**src/shared/ilv_defs.svh**
```systemverilog
// constants of the interrupt latch and vector map block
`ifndef ILV_DEFS_SVH
`define ILV_DEFS_SVH

// number of maskable vector slots, slot i has vector low byte f2 - 2*i
`define ILV_SLOTS 24
`define ILV_SLOT_W 5

// register word offsets on the bus
`define ILV_OFS_CTRL 8'h00
`define ILV_OFS_ELEV 8'h04
`define ILV_OFS_LOCAL_EN 8'h08
`define ILV_OFS_FLAGS 8'h0c
`define ILV_OFS_FLAG_CLR 8'h10
`define ILV_OFS_INT_STAT 8'h14
`define ILV_OFS_INT_CLR 8'h18
`define ILV_OFS_INT_EN 8'h1c
`define ILV_OFS_VECTOR 8'h20
`define ILV_OFS_PINS 8'h24

// control register fields
`define ILV_CTRL_EDGE 0
`define ILV_CTRL_CONNECT 1
`define ILV_CTRL_CME 2
`define ILV_CTRL_FORCED_CLOCK_MONITOR_ENABLE 3
`define ILV_CTRL_W 4
`define ILV_CTRL_RESET 4'h2

// interrupt status fields
`define ILV_EV_TRAP 0
`define ILV_EV_SERVED 1
`define ILV_EV_EDGE 2
`define ILV_EV_W 3

// fixed vectors
`define ILV_VEC_RESET 16'hfffe
`define ILV_VEC_CLKMON 16'hfffc
`define ILV_VEC_WDOG 16'hfffa
`define ILV_VEC_TRAP 16'hfff8
`define ILV_VEC_SWI 16'hfff6
`define ILV_VEC_NONMASKABLE_REQUEST_PIN 16'hfff4
`define ILV_VEC_PAGE 8'hff

// elevation values
`define ILV_ELEV_RESET 8'hf2
`define ILV_ELEV_TOP 8'hf2
`define ILV_ELEV_LOW 8'hc4

// slots that carry a source in each map
`define ILV_IMPL_STD 24'h1b7fff
`define ILV_IMPL_CAN 24'he37fff

// bus constants
`define ILV_HSIZE_WORD 3'b010
`define ILV_ADDR_W 8

`endif

```
**src/shared/ilv_pkg.sv**
```systemverilog
// types shared by the interrupt latch and vector map block
`include "ilv_defs.svh"

package ilv_pkg;
  typedef logic [15:0] ilv_vector_type;
  typedef logic [`ILV_SLOT_W-1:0] ilv_slot_type;
  typedef logic [`ILV_SLOTS-1:0] ilv_mask_type;
endpackage

```
**src/shared/ilv_sel_if.sv**
```systemverilog
// interface between the latch logic and the priority selector
`timescale 1ns/10ps
`include "ilv_defs.svh"

interface ilv_sel_if;
  ilv_pkg::ilv_mask_type pending;
  logic [7:0] elev;
  ilv_pkg::ilv_slot_type win_idx;
  logic win_any;

  modport latch
  (
    output pending,
    output elev,
    input win_idx,
    input win_any
  );

  modport sel
  (
    input pending,
    input elev,
    output win_idx,
    output win_any
  );
endinterface

```
**src/rtl/ilv_top.sv**
```systemverilog
// interrupt latching, vector and priority selection with ahb-lite registers
//
// Functional notes
// - nonmaskable request pin is always level sensitive, never edge detected
// - maskable request pin works as low level or edge input by configuration
// - servicing with no active source left fetches the trap vector
// - in edge mode a falling edge is held in an internal latch
// - the edge latch clears itself when that request is serviced
// - each peripheral source is held in a flag until cleared
// - fixed unmaskable vectors: reset, clock monitor, watchdog, trap, software, x pin
// - elevation value equal to a vector low byte makes that source highest
// - serial transfer complete uses slot d8, gated by local enable and mask
// - standard map: modulus underflow uses slot cc with its local enable
// - standard map: second accumulator overflow uses slot ca with local enable
// - can map: wakeup d0, errors c8, receive c6, transmit c4 replace others
// - elevation register takes writes only while the global mask is set
// - unimplemented or too high elevation value makes the request pin highest
// - reset loads elevation f2 and makes the request pin level sensitive
// - edge select one means falling edges only, zero means low level
//
// The implementer's own choices: the register offsets and the AHB-Lite slave port.
`timescale 1ns/10ps
`include "ilv_defs.svh"

module ilv_top #(
  parameter bit CAN_MAP = 1'b0
)
(
  input wire logic hclk,
  input wire logic hresetn,
  input wire logic hsel,
  input wire logic [`ILV_ADDR_W-1:0] haddr,
  input wire logic [1:0] htrans,
  input wire logic hwrite,
  input wire logic [2:0] hsize,
  input wire logic [31:0] hwdata,
  input wire logic hready,
  output logic [31:0] hrdata,
  output logic hreadyout,
  output logic hresp,
  input wire logic nonmaskable_request_pin_n,
  input wire logic maskable_request_pin_n,
  input wire logic [`ILV_SLOTS-1:1] periph_event,
  input wire logic clkmon_fail,
  input wire logic watchdog_fail,
  input wire logic special_mode,
  input wire logic cpu_i_mask,
  input wire logic cpu_x_mask,
  input wire logic software_trap_instruction,
  input wire logic illegal_opcode,
  input wire logic service_ack,
  output logic maskable_req,
  output logic nonmaskable_req,
  output logic [15:0] vector_addr,
  output logic vector_valid,
  output logic irq_out
);

  // slots 11..13 (dc, da, d8) are the same in both maps; 19..23 differ
  localparam logic [`ILV_SLOTS-1:0] IMPL = CAN_MAP ? `ILV_IMPL_CAN : `ILV_IMPL_STD;

  ////////////////////////////////////////////////////////////////////////////
  // pins

  logic [1:0] pins_s;
  logic irq_prev, irq_fall, irq_low, nonmaskable_request_pin_low, edge_latch, clr_edge;

  ilv_sync #(.WIDTH(2), .RESET_VAL(2'h3)) u_sync
  (
    .clk(hclk),
    .rst_n(hresetn),
    .din({nonmaskable_request_pin_n, maskable_request_pin_n}),
    .dout(pins_s)
  );

  assign irq_low = ~pins_s[0];
  assign nonmaskable_request_pin_low = ~pins_s[1];

  always_ff @(posedge hclk or negedge hresetn)
  begin
    if (!hresetn)
      irq_prev <= 1'b1;
    else
      irq_prev <= pins_s[0];
  end

  ////////////////////////////////////////////////////////////////////////////
  // registers

  logic [`ILV_CTRL_W-1:0] ctrl;
  logic edge_wr_seen;
  logic [7:0] elev;
  logic [`ILV_SLOTS-1:1] local_en;
  logic [`ILV_SLOTS-1:1] flags;
  logic [`ILV_EV_W-1:0] int_stat, int_en, events, next_int_stat;

  logic edge_mode, connect, clkmon_hit;

  assign edge_mode = ctrl[`ILV_CTRL_EDGE];
  assign connect = ctrl[`ILV_CTRL_CONNECT];
  assign clkmon_hit = clkmon_fail & (ctrl[`ILV_CTRL_CME] | ctrl[`ILV_CTRL_FORCED_CLOCK_MONITOR_ENABLE]);

  // edge capture is only armed while the pin is connected and edge mode is on
  assign irq_fall = irq_prev & ~pins_s[0] & edge_mode & connect;

  ////////////////////////////////////////////////////////////////////////////
  // ahb-lite slave, zero wait states, always okay

  logic acc;
  logic wr_pend;
  logic [`ILV_ADDR_W-1:0] wr_addr;
  logic [`ILV_ADDR_W-1:0] word_addr;
  logic [31:0] rd_mux;
  logic wr_ctrl, wr_elev, wr_en, wr_fclr, wr_iclr, wr_ien;

  assign acc = hsel & hready & htrans[1];
  assign word_addr = {haddr[`ILV_ADDR_W-1:2], 2'b00};

  assign wr_ctrl = wr_pend && (wr_addr == `ILV_OFS_CTRL);
  assign wr_elev = wr_pend && (wr_addr == `ILV_OFS_ELEV);
  assign wr_en = wr_pend && (wr_addr == `ILV_OFS_LOCAL_EN);
  assign wr_fclr = wr_pend && (wr_addr == `ILV_OFS_FLAG_CLR);
  assign wr_iclr = wr_pend && (wr_addr == `ILV_OFS_INT_CLR);
  assign wr_ien = wr_pend && (wr_addr == `ILV_OFS_INT_EN);

  always_comb
  begin
    rd_mux = '0;
    unique case (word_addr)
      `ILV_OFS_CTRL: rd_mux = 32'(ctrl);
      `ILV_OFS_ELEV: rd_mux = 32'(elev);
      `ILV_OFS_LOCAL_EN: rd_mux = 32'({local_en, 1'b0});
      `ILV_OFS_FLAGS: rd_mux = 32'({flags, 1'b0});
      `ILV_OFS_INT_STAT: rd_mux = 32'(int_stat);
      `ILV_OFS_INT_EN: rd_mux = 32'(int_en);
      `ILV_OFS_VECTOR: rd_mux = 32'(vector_addr);
      `ILV_OFS_PINS: rd_mux = 32'({edge_latch, pins_s});
      default: rd_mux = '0;
    endcase
  end

  always_ff @(posedge hclk or negedge hresetn)
  begin
    if (!hresetn)
    begin
      wr_pend <= 1'b0;
      wr_addr <= '0;
      hrdata <= '0;
      hreadyout <= 1'b1;
      hresp <= 1'b0;
    end
    else
    begin
      wr_pend <= acc & hwrite & (hsize == `ILV_HSIZE_WORD);
      if (acc)
      begin
        wr_addr <= word_addr;
        hrdata <= hwrite ? 32'h0000_0000 : rd_mux;
      end
      hreadyout <= 1'b1;
      hresp <= 1'b0;
    end
  end

  ////////////////////////////////////////////////////////////////////////////
  // control and elevation registers

  always_ff @(posedge hclk or negedge hresetn)
  begin
    if (!hresetn)
    begin
      ctrl <= `ILV_CTRL_RESET;
      edge_wr_seen <= 1'b0;
    end
    else if (wr_ctrl)
    begin
      edge_wr_seen <= 1'b1;
      // once in normal modes; in special modes the first write is dropped
      if (special_mode ? edge_wr_seen : !edge_wr_seen)
        ctrl[`ILV_CTRL_EDGE] <= hwdata[`ILV_CTRL_EDGE];
      ctrl[`ILV_CTRL_CONNECT] <= hwdata[`ILV_CTRL_CONNECT];
      ctrl[`ILV_CTRL_CME] <= hwdata[`ILV_CTRL_CME];
      ctrl[`ILV_CTRL_FORCED_CLOCK_MONITOR_ENABLE] <= hwdata[`ILV_CTRL_FORCED_CLOCK_MONITOR_ENABLE];
    end
  end

  always_ff @(posedge hclk or negedge hresetn)
  begin
    if (!hresetn)
      elev <= `ILV_ELEV_RESET;
    else if (wr_elev && cpu_i_mask)
      elev <= hwdata[7:0];
  end

  always_ff @(posedge hclk or negedge hresetn)
  begin
    if (!hresetn)
      local_en <= '0;
    else if (wr_en)
      local_en <= hwdata[`ILV_SLOTS-1:1];
  end

  ////////////////////////////////////////////////////////////////////////////
  // request latching

  // a flag raised in the same cycle as its clear stays set
  always_ff @(posedge hclk or negedge hresetn)
  begin
    if (!hresetn)
      flags <= '0;
    else
      flags <= (flags & ~(wr_fclr ? hwdata[`ILV_SLOTS-1:1] : '0))
        | (periph_event & IMPL[`ILV_SLOTS-1:1]);
  end

  always_ff @(posedge hclk or negedge hresetn)
  begin
    if (!hresetn)
      edge_latch <= 1'b0;
    else if (irq_fall)
      edge_latch <= 1'b1;
    else if (clr_edge || !edge_mode)
      edge_latch <= 1'b0;
  end

  ////////////////////////////////////////////////////////////////////////////
  // priority selection

  ilv_sel_if sel_bus();

  // the pin is level sensitive unless edge mode is selected
  assign sel_bus.pending = {flags & local_en, connect & (edge_mode ? edge_latch : irq_low)};
  assign sel_bus.elev = elev;

  ilv_prio_select #(.IMPL(IMPL)) u_sel
  (
    .sel(sel_bus.sel)
  );

  ////////////////////////////////////////////////////////////////////////////
  // vector fetch

  logic mask_hit, no_source;
  logic [7:0] slot_byte;
  ilv_pkg::ilv_vector_type next_vector;

  assign mask_hit = sel_bus.win_any & ~cpu_i_mask;
  assign slot_byte = `ILV_ELEV_TOP - {2'b00, sel_bus.win_idx, 1'b0};

  always_comb
  begin
    no_source = 1'b0;
    if (clkmon_hit)
      next_vector = `ILV_VEC_CLKMON;
    else if (watchdog_fail)
      next_vector = `ILV_VEC_WDOG;
    else if (illegal_opcode)
      next_vector = `ILV_VEC_TRAP;
    else if (software_trap_instruction)
      next_vector = `ILV_VEC_SWI;
    else if (nonmaskable_request_pin_low && !cpu_x_mask)
      next_vector = `ILV_VEC_NONMASKABLE_REQUEST_PIN;
    else if (mask_hit)
      next_vector = {`ILV_VEC_PAGE, slot_byte};
    else
    begin
      // the request went away between recognition and fetch
      next_vector = `ILV_VEC_TRAP;
      no_source = 1'b1;
    end
  end

  // besides leaving edge mode, only a service that really picks the pin slot drops the edge latch
  assign clr_edge = service_ack & (next_vector == {`ILV_VEC_PAGE, `ILV_ELEV_TOP})
    & edge_mode;

  always_ff @(posedge hclk or negedge hresetn)
  begin
    if (!hresetn)
    begin
      vector_addr <= `ILV_VEC_RESET;
      vector_valid <= 1'b0;
    end
    else
    begin
      vector_valid <= service_ack;
      if (service_ack)
        vector_addr <= next_vector;
    end
  end

  always_ff @(posedge hclk or negedge hresetn)
  begin
    if (!hresetn)
    begin
      maskable_req <= 1'b0;
      nonmaskable_req <= 1'b0;
    end
    else
    begin
      maskable_req <= mask_hit;
      nonmaskable_req <= (nonmaskable_request_pin_low & ~cpu_x_mask) | clkmon_hit | watchdog_fail;
    end
  end

  ////////////////////////////////////////////////////////////////////////////
  // block interrupt status

  always_comb
  begin
    events = '0;
    events[`ILV_EV_TRAP] = service_ack & no_source;
    events[`ILV_EV_SERVED] = service_ack;
    events[`ILV_EV_EDGE] = irq_fall;
    // set beats clear in the same cycle
    next_int_stat = (int_stat & ~(wr_iclr ? hwdata[`ILV_EV_W-1:0] : '0)) | events;
  end

  always_ff @(posedge hclk or negedge hresetn)
  begin
    if (!hresetn)
    begin
      int_stat <= '0;
      int_en <= '0;
      irq_out <= 1'b0;
    end
    else
    begin
      int_stat <= next_int_stat;
      if (wr_ien)
        int_en <= hwdata[`ILV_EV_W-1:0];
      irq_out <= |(int_stat & int_en);
    end
  end

endmodule // ilv_top

```
**src/rtl/ilv_sync.sv**
```systemverilog
// two flip-flop synchroniser for asynchronous pin inputs
`timescale 1ns/10ps

module ilv_sync #(
  parameter int WIDTH = 2,
  parameter logic [WIDTH-1:0] RESET_VAL = '1
)
(
  input wire logic clk,
  input wire logic rst_n,
  input wire logic [WIDTH-1:0] din,
  output logic [WIDTH-1:0] dout
);

  logic [WIDTH-1:0] meta;

  // first stage is read by the second stage only
  always_ff @(posedge clk or negedge rst_n)
  begin
    if (!rst_n)
    begin
      meta <= RESET_VAL;
      dout <= RESET_VAL;
    end
    else
    begin
      meta <= din;
      dout <= meta;
    end
  end

endmodule // ilv_sync

```
**src/rtl/ilv_prio_select.sv**
```systemverilog
// maskable source priority selector with elevation
`timescale 1ns/10ps
`include "ilv_defs.svh"

module ilv_prio_select #(
  parameter logic [`ILV_SLOTS-1:0] IMPL = `ILV_IMPL_STD
)
(
  ilv_sel_if.sel sel
);

  logic [7:0] diff;
  ilv_pkg::ilv_slot_type elev_idx;
  ilv_pkg::ilv_slot_type top_idx;
  logic elev_ok;

  always_comb
  begin
    diff = `ILV_ELEV_TOP - sel.elev;
    elev_idx = diff[`ILV_SLOT_W:1];
    // odd, out of range or sourceless values fall back to the request pin
    elev_ok = (sel.elev <= `ILV_ELEV_TOP) && (sel.elev >= `ILV_ELEV_LOW) && !sel.elev[0]
      && IMPL[elev_idx];
    top_idx = elev_ok ? elev_idx : '0;
    sel.win_any = |sel.pending;
    sel.win_idx = '0;
    // lowest slot is highest vector, so scan downward and let lower slots win
    for (int i = `ILV_SLOTS - 1; i >= 0; i--)
    begin
      if (sel.pending[i])
      begin
        sel.win_idx = ilv_pkg::ilv_slot_type'(i);
      end
    end
    if (sel.pending[top_idx])
    begin
      sel.win_idx = top_idx;
    end
  end

endmodule // ilv_prio_select

```
**config.mk**
```make
export PLATFORM = sky130hd
export DESIGN_NAME = ilv_top
export DESIGN_NICKNAME = d
export VERILOG_FILES = /design/src/shared/ilv_pkg.sv /design/src/shared/ilv_sel_if.sv /design/src/rtl/ilv_top.sv /design/src/rtl/ilv_sync.sv /design/src/rtl/ilv_prio_select.sv
export VERILOG_INCLUDE_DIRS = /design/src /design/src/shared
export SDC_FILE = /design/constraint.sdc
export NUM_CORES = 1
export LEC_CHECK = 0
export BUFFER_PORTS_ARGS = -buffer_cell sky130_fd_sc_hd__buf_2
export CAP_MARGIN = 15
export CORE_MARGIN = 5
export CORE_UTILIZATION = 46
export CTS_CLUSTER_SIZE = 12
export DETAILED_ROUTE_END_ITERATION = 7
export PLACE_DENSITY = 0.76
export SLEW_MARGIN = 20
export SYNTH_ARGS = -nofsm -noshare
export SYNTH_HDL_FRONTEND = slang
export SYNTH_SLANG_ARGS = --single-unit
export TNS_END_PERCENT = 10
```
**constraint.sdc**
```tcl
create_clock -name hclk -period 4.1 [get_ports hclk]
set_input_delay 0 -clock hclk [delete_from_list [all_inputs] [get_ports hclk]]
set_output_delay 0 -clock hclk [all_outputs]
set_load 0.1 [all_outputs]
```
==> results of run 1 <==
==> cell usage after synthesis (all sizes together), types with 7 or more instances <==
cell,instances,area (µm²)
buf,26,191
nand2,88,330
nor2,31,119
a21o,22,173
nand3,16,80.1
o22ai,9,56.3
a21oi,26,134
a21boi,8,60.1
mux2,53,604
mux2i,19,190
a22oi,9,72.6
o21ai,40,200
nand4,11,68.8
a22o,7,61.3
inv,9,33.8
dfstp,17,447
dfrtp,95,2380
clkbuf,16,60.1
==> timing repair <==
item | in CTS | in global routing
setup endpoints to repair | 0 | 1
hold buffers | 71 | 0
endpoints found under the hold margin | 138 | 0
setup buffers | 0 | 4
gates resized for setup | 0 | 18
==> power groups by stage <==
| stage | registers, mW | clock network, mW | logic (mW) |
|---|---|---|---|
| 2_1_floorplan | 1.23 | 0 | 0.202 |
| 3_3_place_gp | 1.19 | 0 | 0.341 |
| 3_5_place_dp | 1.19 | 0 | 0.348 |
| 4_1_cts | 1.17 | 0.856 | 0.387 |
| 5_1_grt | 1.17 | 0.893 | 0.417 |
| 6_report | 1.17 | 0.848 | 0.393 |
==> cell families (layout without fill, tap and decap cells) <==
| group | after synthesis | count (layout) |
|---|---|---|
| simple gates | 186 | 186 |
| other cells | 2 | 20 |
| buf+inv | 51 | 219 |
| xor+xnor | 7 | 7 |
| flops | 112 | 112 |
| fa+ha+maj | 3 | 3 |
| mux | 77 | 77 |
| compound gates | 162 | 162 |
==> per-stage QoR <==
stage	util (%)	instances
CTS	59.5	958
global route	60.3	962
detailed placement	52.0	871
finish	60.3	962
global placement	52.0	871
floorplan	-	618
==> layer usage <==
| layer | GRT usage [%] | vias to the layer above |
|---|---|---|
| met5 | 0 | - |
| met4 | 7.32 | 0 |
| met3 | 4.87 | 26 |
| met2 | 40.2 | 218 |
| met1 | 29.7 | 2816 |
| li1 | - | 2529 |
==> state kept, by name, summed over array words and instances, names as in the netlist, 2 cells and up <==
| signal | flops |
|---|---|
| flags | 23 |
| wr_addr | 6 |
| vector_addr | 6 |
| int_stat | 3 |
| ctrl | 4 |
| u_sync.dout | 2 |
| hrdata | 24 |
| u_sync.meta | 2 |
| int_en | 3 |
| local_en | 23 |
| elev | 8 |
==> worst min-delay path, delay by kind of cell <==
family                 cells  cell delay, ps
AND/OR/NAND/NOR            2             180
AO/OA/AOI/OAI              1              70
buffers and inverters      1              90
==> cell type report <==
type	count	area, µm²	share of cell area (%)
Tap cell	176	220	2.77
Clock buffer	11	233	2.93
Inverter	9	33.8	0.425
Sequential cell	112	2830	35.5
Multi-Input combinational cell	455	3210	40.4
Timing Repair Buffer	194	1390	17.5
Clock inverter	5	40.0	0.503
==> worst min-delay path by stage <==
| stage | start | endpoint | slack, ps | depth (start not counted) |
|---|---|---|---|---|
| CTS | software_trap_instruction | int_stat[0] | 10 | 4 |
| floorplan | hresetn | ctrl[0] | -300 | 0 |
| global route | software_trap_instruction | int_stat[0] | 40 | 4 |
| finish | software_trap_instruction | int_stat[0] | 20 | 4 |
| detailed placement | maskable_request_pin_n | u_sync.meta[0] | 110 | 1 |
| global placement | nonmaskable_request_pin_n | u_sync.meta[1] | 110 | 1 |
==> layout by cell type, fill, tap and decap left out, types with 3 or more instances in the layout <==
cell type,n
nor2_1,30
dfrtp_1,93
conb_1,20
a21o_1,21
o22ai_1,9
buf_2,99
nand4_1,11
o21ai_0,37
mux4_2,3
a21boi_0,7
dlygate4sd3_1,71
and2_1,3
nor3_1,6
mux2i_1,19
xnor2_1,5
nand2b_1,3
nand3_1,16
clkbuf_16,9
nor4_1,3
mux2_2,51
buf_4,23
a21oi_2,4
o21ai_1,3
nand2_1,88
nor2b_1,5
a22o_1,7
inv_1,8
a21oi_1,22
a22oi_1,8
a31oi_1,5
a211oi_1,3
dfstp_2,17
==> reports/qor.csv, run 1 <==
stage,metric,value,unit
outcome,status,completed,
setup_path,R2R depth,15,
placement,setup slack at placement,66.9,ps
yosys,sequential area share after synthesis,45.8,%
setup_path,critical-path cell list,ha_4 -> xor2_4 -> nor4_2 -> o41a_1 -> buf_4 -> a21oi_1 -> a211oi_1 -> o21a_2 -> mux2_2 -> ha_1 -> nand2b_1 -> a211o_1 -> a221oi_1 -> a21boi_1 -> a31oi_1,
timing,Final Worst Setup Slack,139,ps
setup_path,crit end category,flop,
drt,WL per Instance,19.2,µm
drt,initial drt markers,477,
timing,slew of the pin with the lowest slew margin,864,ps
setup_path,critical path's top delay family,compound AO/OA/AOI/OAI gates,
drt,Met3 Routed Length,1190,µm
power_and_ir_drop,"Power, Total",2.41,mW
setup_path,crit path max fanout,6,
final_layout,Antenna Cells,0,
timing,Fin. Hold Viols,0,
setup_path,CP Depth,15,
yosys,Post-synth EDFFs,0,
clock_tree,clock root cell,clkbuf_16,
drt,drt total wl,18500,µm
clock_tree,"Clk Latency, worst-skew pair",370,ps
setup_path,"slowest stage cell, crit path",dfstp_2,
setup_path,WP data required,4350,ps
final_layout,nets,867,
power_and_ir_drop,Cell Int Power,1.69,mW
yosys,synthesized area,0.00617,mm²
hold_path,HP Class,primary input to flop,
timing,Fin Clk Skew,8.33,ps
yosys,Synth Area in Compound Gates,18.3,%
placement,PortBufs,100,
drt,Vias/cell,5.81,
timing,Slew Limit Fails,0,
setup_path,WS Path Type,flop to flop,
power_and_ir_drop,Clock Power Share,35.2,%
global_route,grt ovf,0,
power_and_ir_drop,leak pwr,3.45,nW
clock_tree,CTS tree,yes,
yosys,main flop type after synthesis,dfrtp_1,
clock_tree,H-tree levels,3,
setup_path,critical path launch point,elev[1],
drt,"antenna viol nets, final",0,
timing,Slew headroom,42.4,%
yosys,Syn Inst Count,600,
setup_path,worst setup path end,edge_latch,
power_and_ir_drop,Worst VDD drop,0.000201,V
floorplan,Die Wd,126,µm
timing,Tcrit/Tclk final,96.6,%
setup_path,Slowest Stage Delay on Critical Path,600,ps
setup_path,RR Endpoint,edge_latch,
timing,TNS Setup,0,ps
yosys,largest family of logic cells by synthesized area,compound AO/OA/AOI/OAI gates,
clock_tree,clock-pin slew on the worst setup and hold paths,70,ps
drt,Max Used Layer,met4,
placement,sum of net half-perimeters after detailed placement,12900,µm
power_and_ir_drop,Sw Ratio,30.0,%
yosys,XOR/XNOR share of the synthesized area,1.42,%
power_and_ir_drop,Combinational Power Share,16.3,%
floorplan,Rows,42,
timing,endpoints failing setup,0,
global_route,initial antenna violation count,0,
drt,Vias,5589,
global_route,vias in the first global route,5635,
yosys,"Async S/R FF share, synth",100,%
setup_path,Critical Path Source Type,flop,
timing,post-layout min period,3960,ps
yosys,mux contribution to synthesized area,14.8,%
drt,DRC errors left,0,
yosys,#FFs+latches synth,112,
drt,Routed met1 length,7620,µm
setup_path,r2r startpoint,elev[1],
yosys,Yosys Warn Count,0,
run,Max-cap violations,0,
setup_path,Reg2Reg Setup Slack,140,ps
power_and_ir_drop,Flop pwr share,48.5,%
final_layout,share of layout cells above drive strength 1,30.5,%
clock_tree,clk buf depth,2,
placement,routability congestion estimate,0.917,
clock_tree,CTS Buf Count,9,
global_route,global-route usage over all layers,23.4,%
floorplan,Die ar.,0.0158,mm²
floorplan,Initial Utilization,46.8,%
yosys,Synth Area in Adders,0.608,%
global_route,first-pass GRT wire length,29600,µm
global_route,largest net degree at the start of global routing,68,
setup_path,WP buf/inv,1,
placement,DP Area,0.00686,mm²
timing,Hold Slack,16.7,ps
floorplan,io pins,137,
power_and_ir_drop,cell area power density,303,mW/mm²
final_layout,synthesis-to-finish area growth,28.9,%
clock_tree,TritonCTS sink count,112,
drt,met2 WL,9320,µm
final_layout,Finished Cell Area,0.00795,mm²
drt,drt first pass iters,6,
yosys,distinct cell type count after synthesis,80,
setup_path,Worst EP arrival,4210,ps
power_and_ir_drop,P_sw,0.725,mW
yosys,Mean Syn Cell Area,10.3,µm²
final_layout,Filler cells,1075,
floorplan,Core ar.,0.0132,mm²
floorplan,die height,126,µm
yosys,Synth Area in Simple Gates,14.3,%
timing,Max Fclk,252,MHz
No activity file was read; power rests on OpenSTA's default activity.
==> run 2: changes to the inputs <==
--- a/config.mk
+++ b/config.mk
@@ -12,6 +12,7 @@
 export CORE_UTILIZATION = 46
 export CTS_CLUSTER_SIZE = 12
 export DETAILED_ROUTE_END_ITERATION = 7
+export HOLD_SLACK_MARGIN = 0.05
 export PLACE_DENSITY = 0.76
 export SLEW_MARGIN = 20
 export SYNTH_ARGS = -nofsm -noshare
==> constraint.sdc (replaced) <==
create_clock -name hclk -period 3.4 [get_ports hclk]
set_input_delay 0 -clock hclk [delete_from_list [all_inputs] [get_ports hclk]]
set_output_delay 0 -clock hclk [all_outputs]
set_load 0.1 [all_outputs]
==> reports/qor.csv, run 2 (synthesis results as in run 1) <==
stage,metric,value,unit
setup_path,Slowest Stage Delay on Critical Path,580,ps
drt,"antenna viol nets, final",0,
floorplan,Rows,42,
final_layout,Largest Register,hrdata,
global_route,initial antenna violation count,0,
outcome,failing checks,setup timing,
timing,Max Fclk,269,MHz
drt,drt first pass iters,5,
timing,Tcrit/Tclk final,109,%
setup_path,crit end category,flop,
run,Max-cap violations,0,
final_layout,highest-count cells in the layout ignoring fill and taps,"99 x buf_2, 94 x dfrtp_1, 88 x nand2_1",
floorplan,Core ar.,0.0132,mm²
final_layout,max FFs per register,24,
power_and_ir_drop,Worst VDD drop,0.000332,V
global_route,global-route usage over all layers,24.6,%
timing,endpoints failing setup,2,
floorplan,die height,126,µm
drt,DRC errors left,0,
power_and_ir_drop,Clock Power Share,38.3,%
timing,Final Worst Setup Slack,-323,ps
final_layout,Regs by FF count,"hrdata (24), flags (23), local_en (23)",
floorplan,Initial Utilization,46.8,%
setup_path,WP buf/inv,2,
final_layout,FF/Latch Area,0.00283,mm²
setup_path,Critical Path Source Type,flop,
setup_path,CP dominant cell by count,ha_4,
global_route,largest net degree at the start of global routing,52,
timing,Fin Clk Skew,9.57,ps
floorplan,Die ar.,0.0158,mm²
setup_path,"slowest stage cell, crit path",dfstp_2,
final_layout,synthesis-to-finish area growth,36.5,%
clock_tree,TritonCTS sink count,112,
setup_path,crit path max fanout,4,
floorplan,io pins,137,
final_layout,Filler cells,1028,
final_layout,nets,906,
setup_path,WP data required,3630,ps
setup_path,Worst EP arrival,3950,ps
timing,Slew Limit Fails,0,
power_and_ir_drop,Cell Int Power,2.22,mW
setup_path,critical path's top delay family,compound AO/OA/AOI/OAI gates,
placement,PortBufs,100,
global_route,first-pass GRT wire length,31300,µm
drt,Vias/cell,5.71,
clock_tree,clk buf depth,2,
timing,RSZ-0062 raised after global routing,true,
timing,Fin. Hold Viols,0,
outcome,status,"finished, violations left",
power_and_ir_drop,P_sw,0.860,mW
placement,sum of net half-perimeters after detailed placement,13800,µm
power_and_ir_drop,Flop pwr share,45.8,%
setup_path,critical-path cell list,buf_6 -> ha_4 -> xor2_4 -> buf_4 -> mux4_2 -> nor2_4 -> o2111ai_4 -> o21a_4 -> mux2_4 -> ha_4 -> nand2b_4 -> a211o_1 -> a221oi_2 -> a21boi_2 -> a31oi_1,
timing,Hold Slack,74.9,ps
final_layout,"most common cell after layout, fill and taps aside",buf_2,
final_layout,Final Non-Filler Cells,1003,
final_layout,share of layout cells above drive strength 1,34.4,%
drt,WL per Instance,19.3,µm
placement,routability congestion estimate,0.889,
floorplan,Die Wd,126,µm
setup_path,WS Path Type,flop to flop,
clock_tree,clock root cell,clkbuf_16,
global_route,vias in the first global route,5944,
power_and_ir_drop,cell area power density,366,mW/mm²
placement,dpl cells,903,
timing,Slew headroom,46.3,%
hold_path,HP Class,primary input to flop,
clock_tree,"Clk Latency, worst-skew pair",360,ps
power_and_ir_drop,Combinational Power Share,16.0,%
clock_tree,CTS tree,yes,
drt,initial drt markers,485,
final_layout,final core utilization,63.8,%
power_and_ir_drop,Sw Ratio,27.9,%
clock_tree,clock-pin slew on the worst setup and hold paths,70,ps
drt,drt total wl,19400,µm
timing,post-layout min period,3720,ps
power_and_ir_drop,leak pwr,3.71,nW
clock_tree,H-tree levels,3,
global_route,grt ovf,0,
drt,Vias,5732,
clock_tree,CTS Buf Count,9,
timing,slew of the pin with the lowest slew margin,799,ps
final_layout,Multi-input gate area,0.00328,mm²
[run 2: layout make-up]
type | instances | area share, %
clock buffer | 10 | 2.84
timing repair buffer | 233 | 20.4
clock inverter | 6 | 1.16
sequential | 112 | 33.5
multi-input combinational | 455 | 38.9
tap | 176 | 2.61
antenna | 2 | 0.0594
inverter | 9 | 0.401
[run 2: worst min-delay path, delay by kind of cell]
family	cells	cell delay (ps)
mux	1	150
buf+inv	1	80
simple gates	1	80
xor+xnor	1	70
[run 2: worst paths after layout]
path	slack, ps	endpoint	cells after the start	startpoint
worst min register to register	360	u_sync.dout[1]	0	u_sync.meta[1]
worst max-delay path	-320	edge_latch	15	elev[1]
max in group asynchronous	2300	u_sync.meta[0]	3	hresetn
worst min-delay path	70	ctrl[0]	4	special_mode
worst max register to register	-320	edge_latch	15	elev[1]
min in group asynchronous	210	wr_addr[3]	2	hresetn
[run 2: power by group through the flow]
stage,logic [mW],registers [mW],clock network [mW]
2_1_floorplan,0.248,1.49,0
3_3_place_gp,0.424,1.43,0
3_5_place_dp,0.429,1.44,0
4_1_cts,0.484,1.41,1.19
5_1_grt,0.522,1.42,1.25
6_report,0.492,1.41,1.18
[run 2: through the flow]
stage | worst slack, ps | TNS [ps] | total power, mW | area [µm²]
3_3_place_gp | -253 | -253 | 1.85 | 7180
5_1_grt | -495 | -636 | 3.19 | 8420
6_report | -323 | -347 | 3.08 | 8420
2_1_floorplan | -214 | -214 | 1.74 | 6310
3_5_place_dp | -419 | -434 | 1.86 | 7180
4_1_cts | -289 | -294 | 3.09 | 8350
[run 2: what timing repair did]
action	4_1_cts	5_1_grt
setup endpoints to repair	2	3
pin swaps	9	8
gates resized for setup	10	11
setup buffers	5	2
hold endpoints to repair	122	0
hold buffers	75	0
[run 2: layer usage]
metal	global-route usage, %	vias up	routed length, µm
met5	0	-	0
met4	8.39	0	534
met3	6.48	43	1230
met2	42.6	238	9660
met1	29.8	2833	7970
li1	-	2618	-
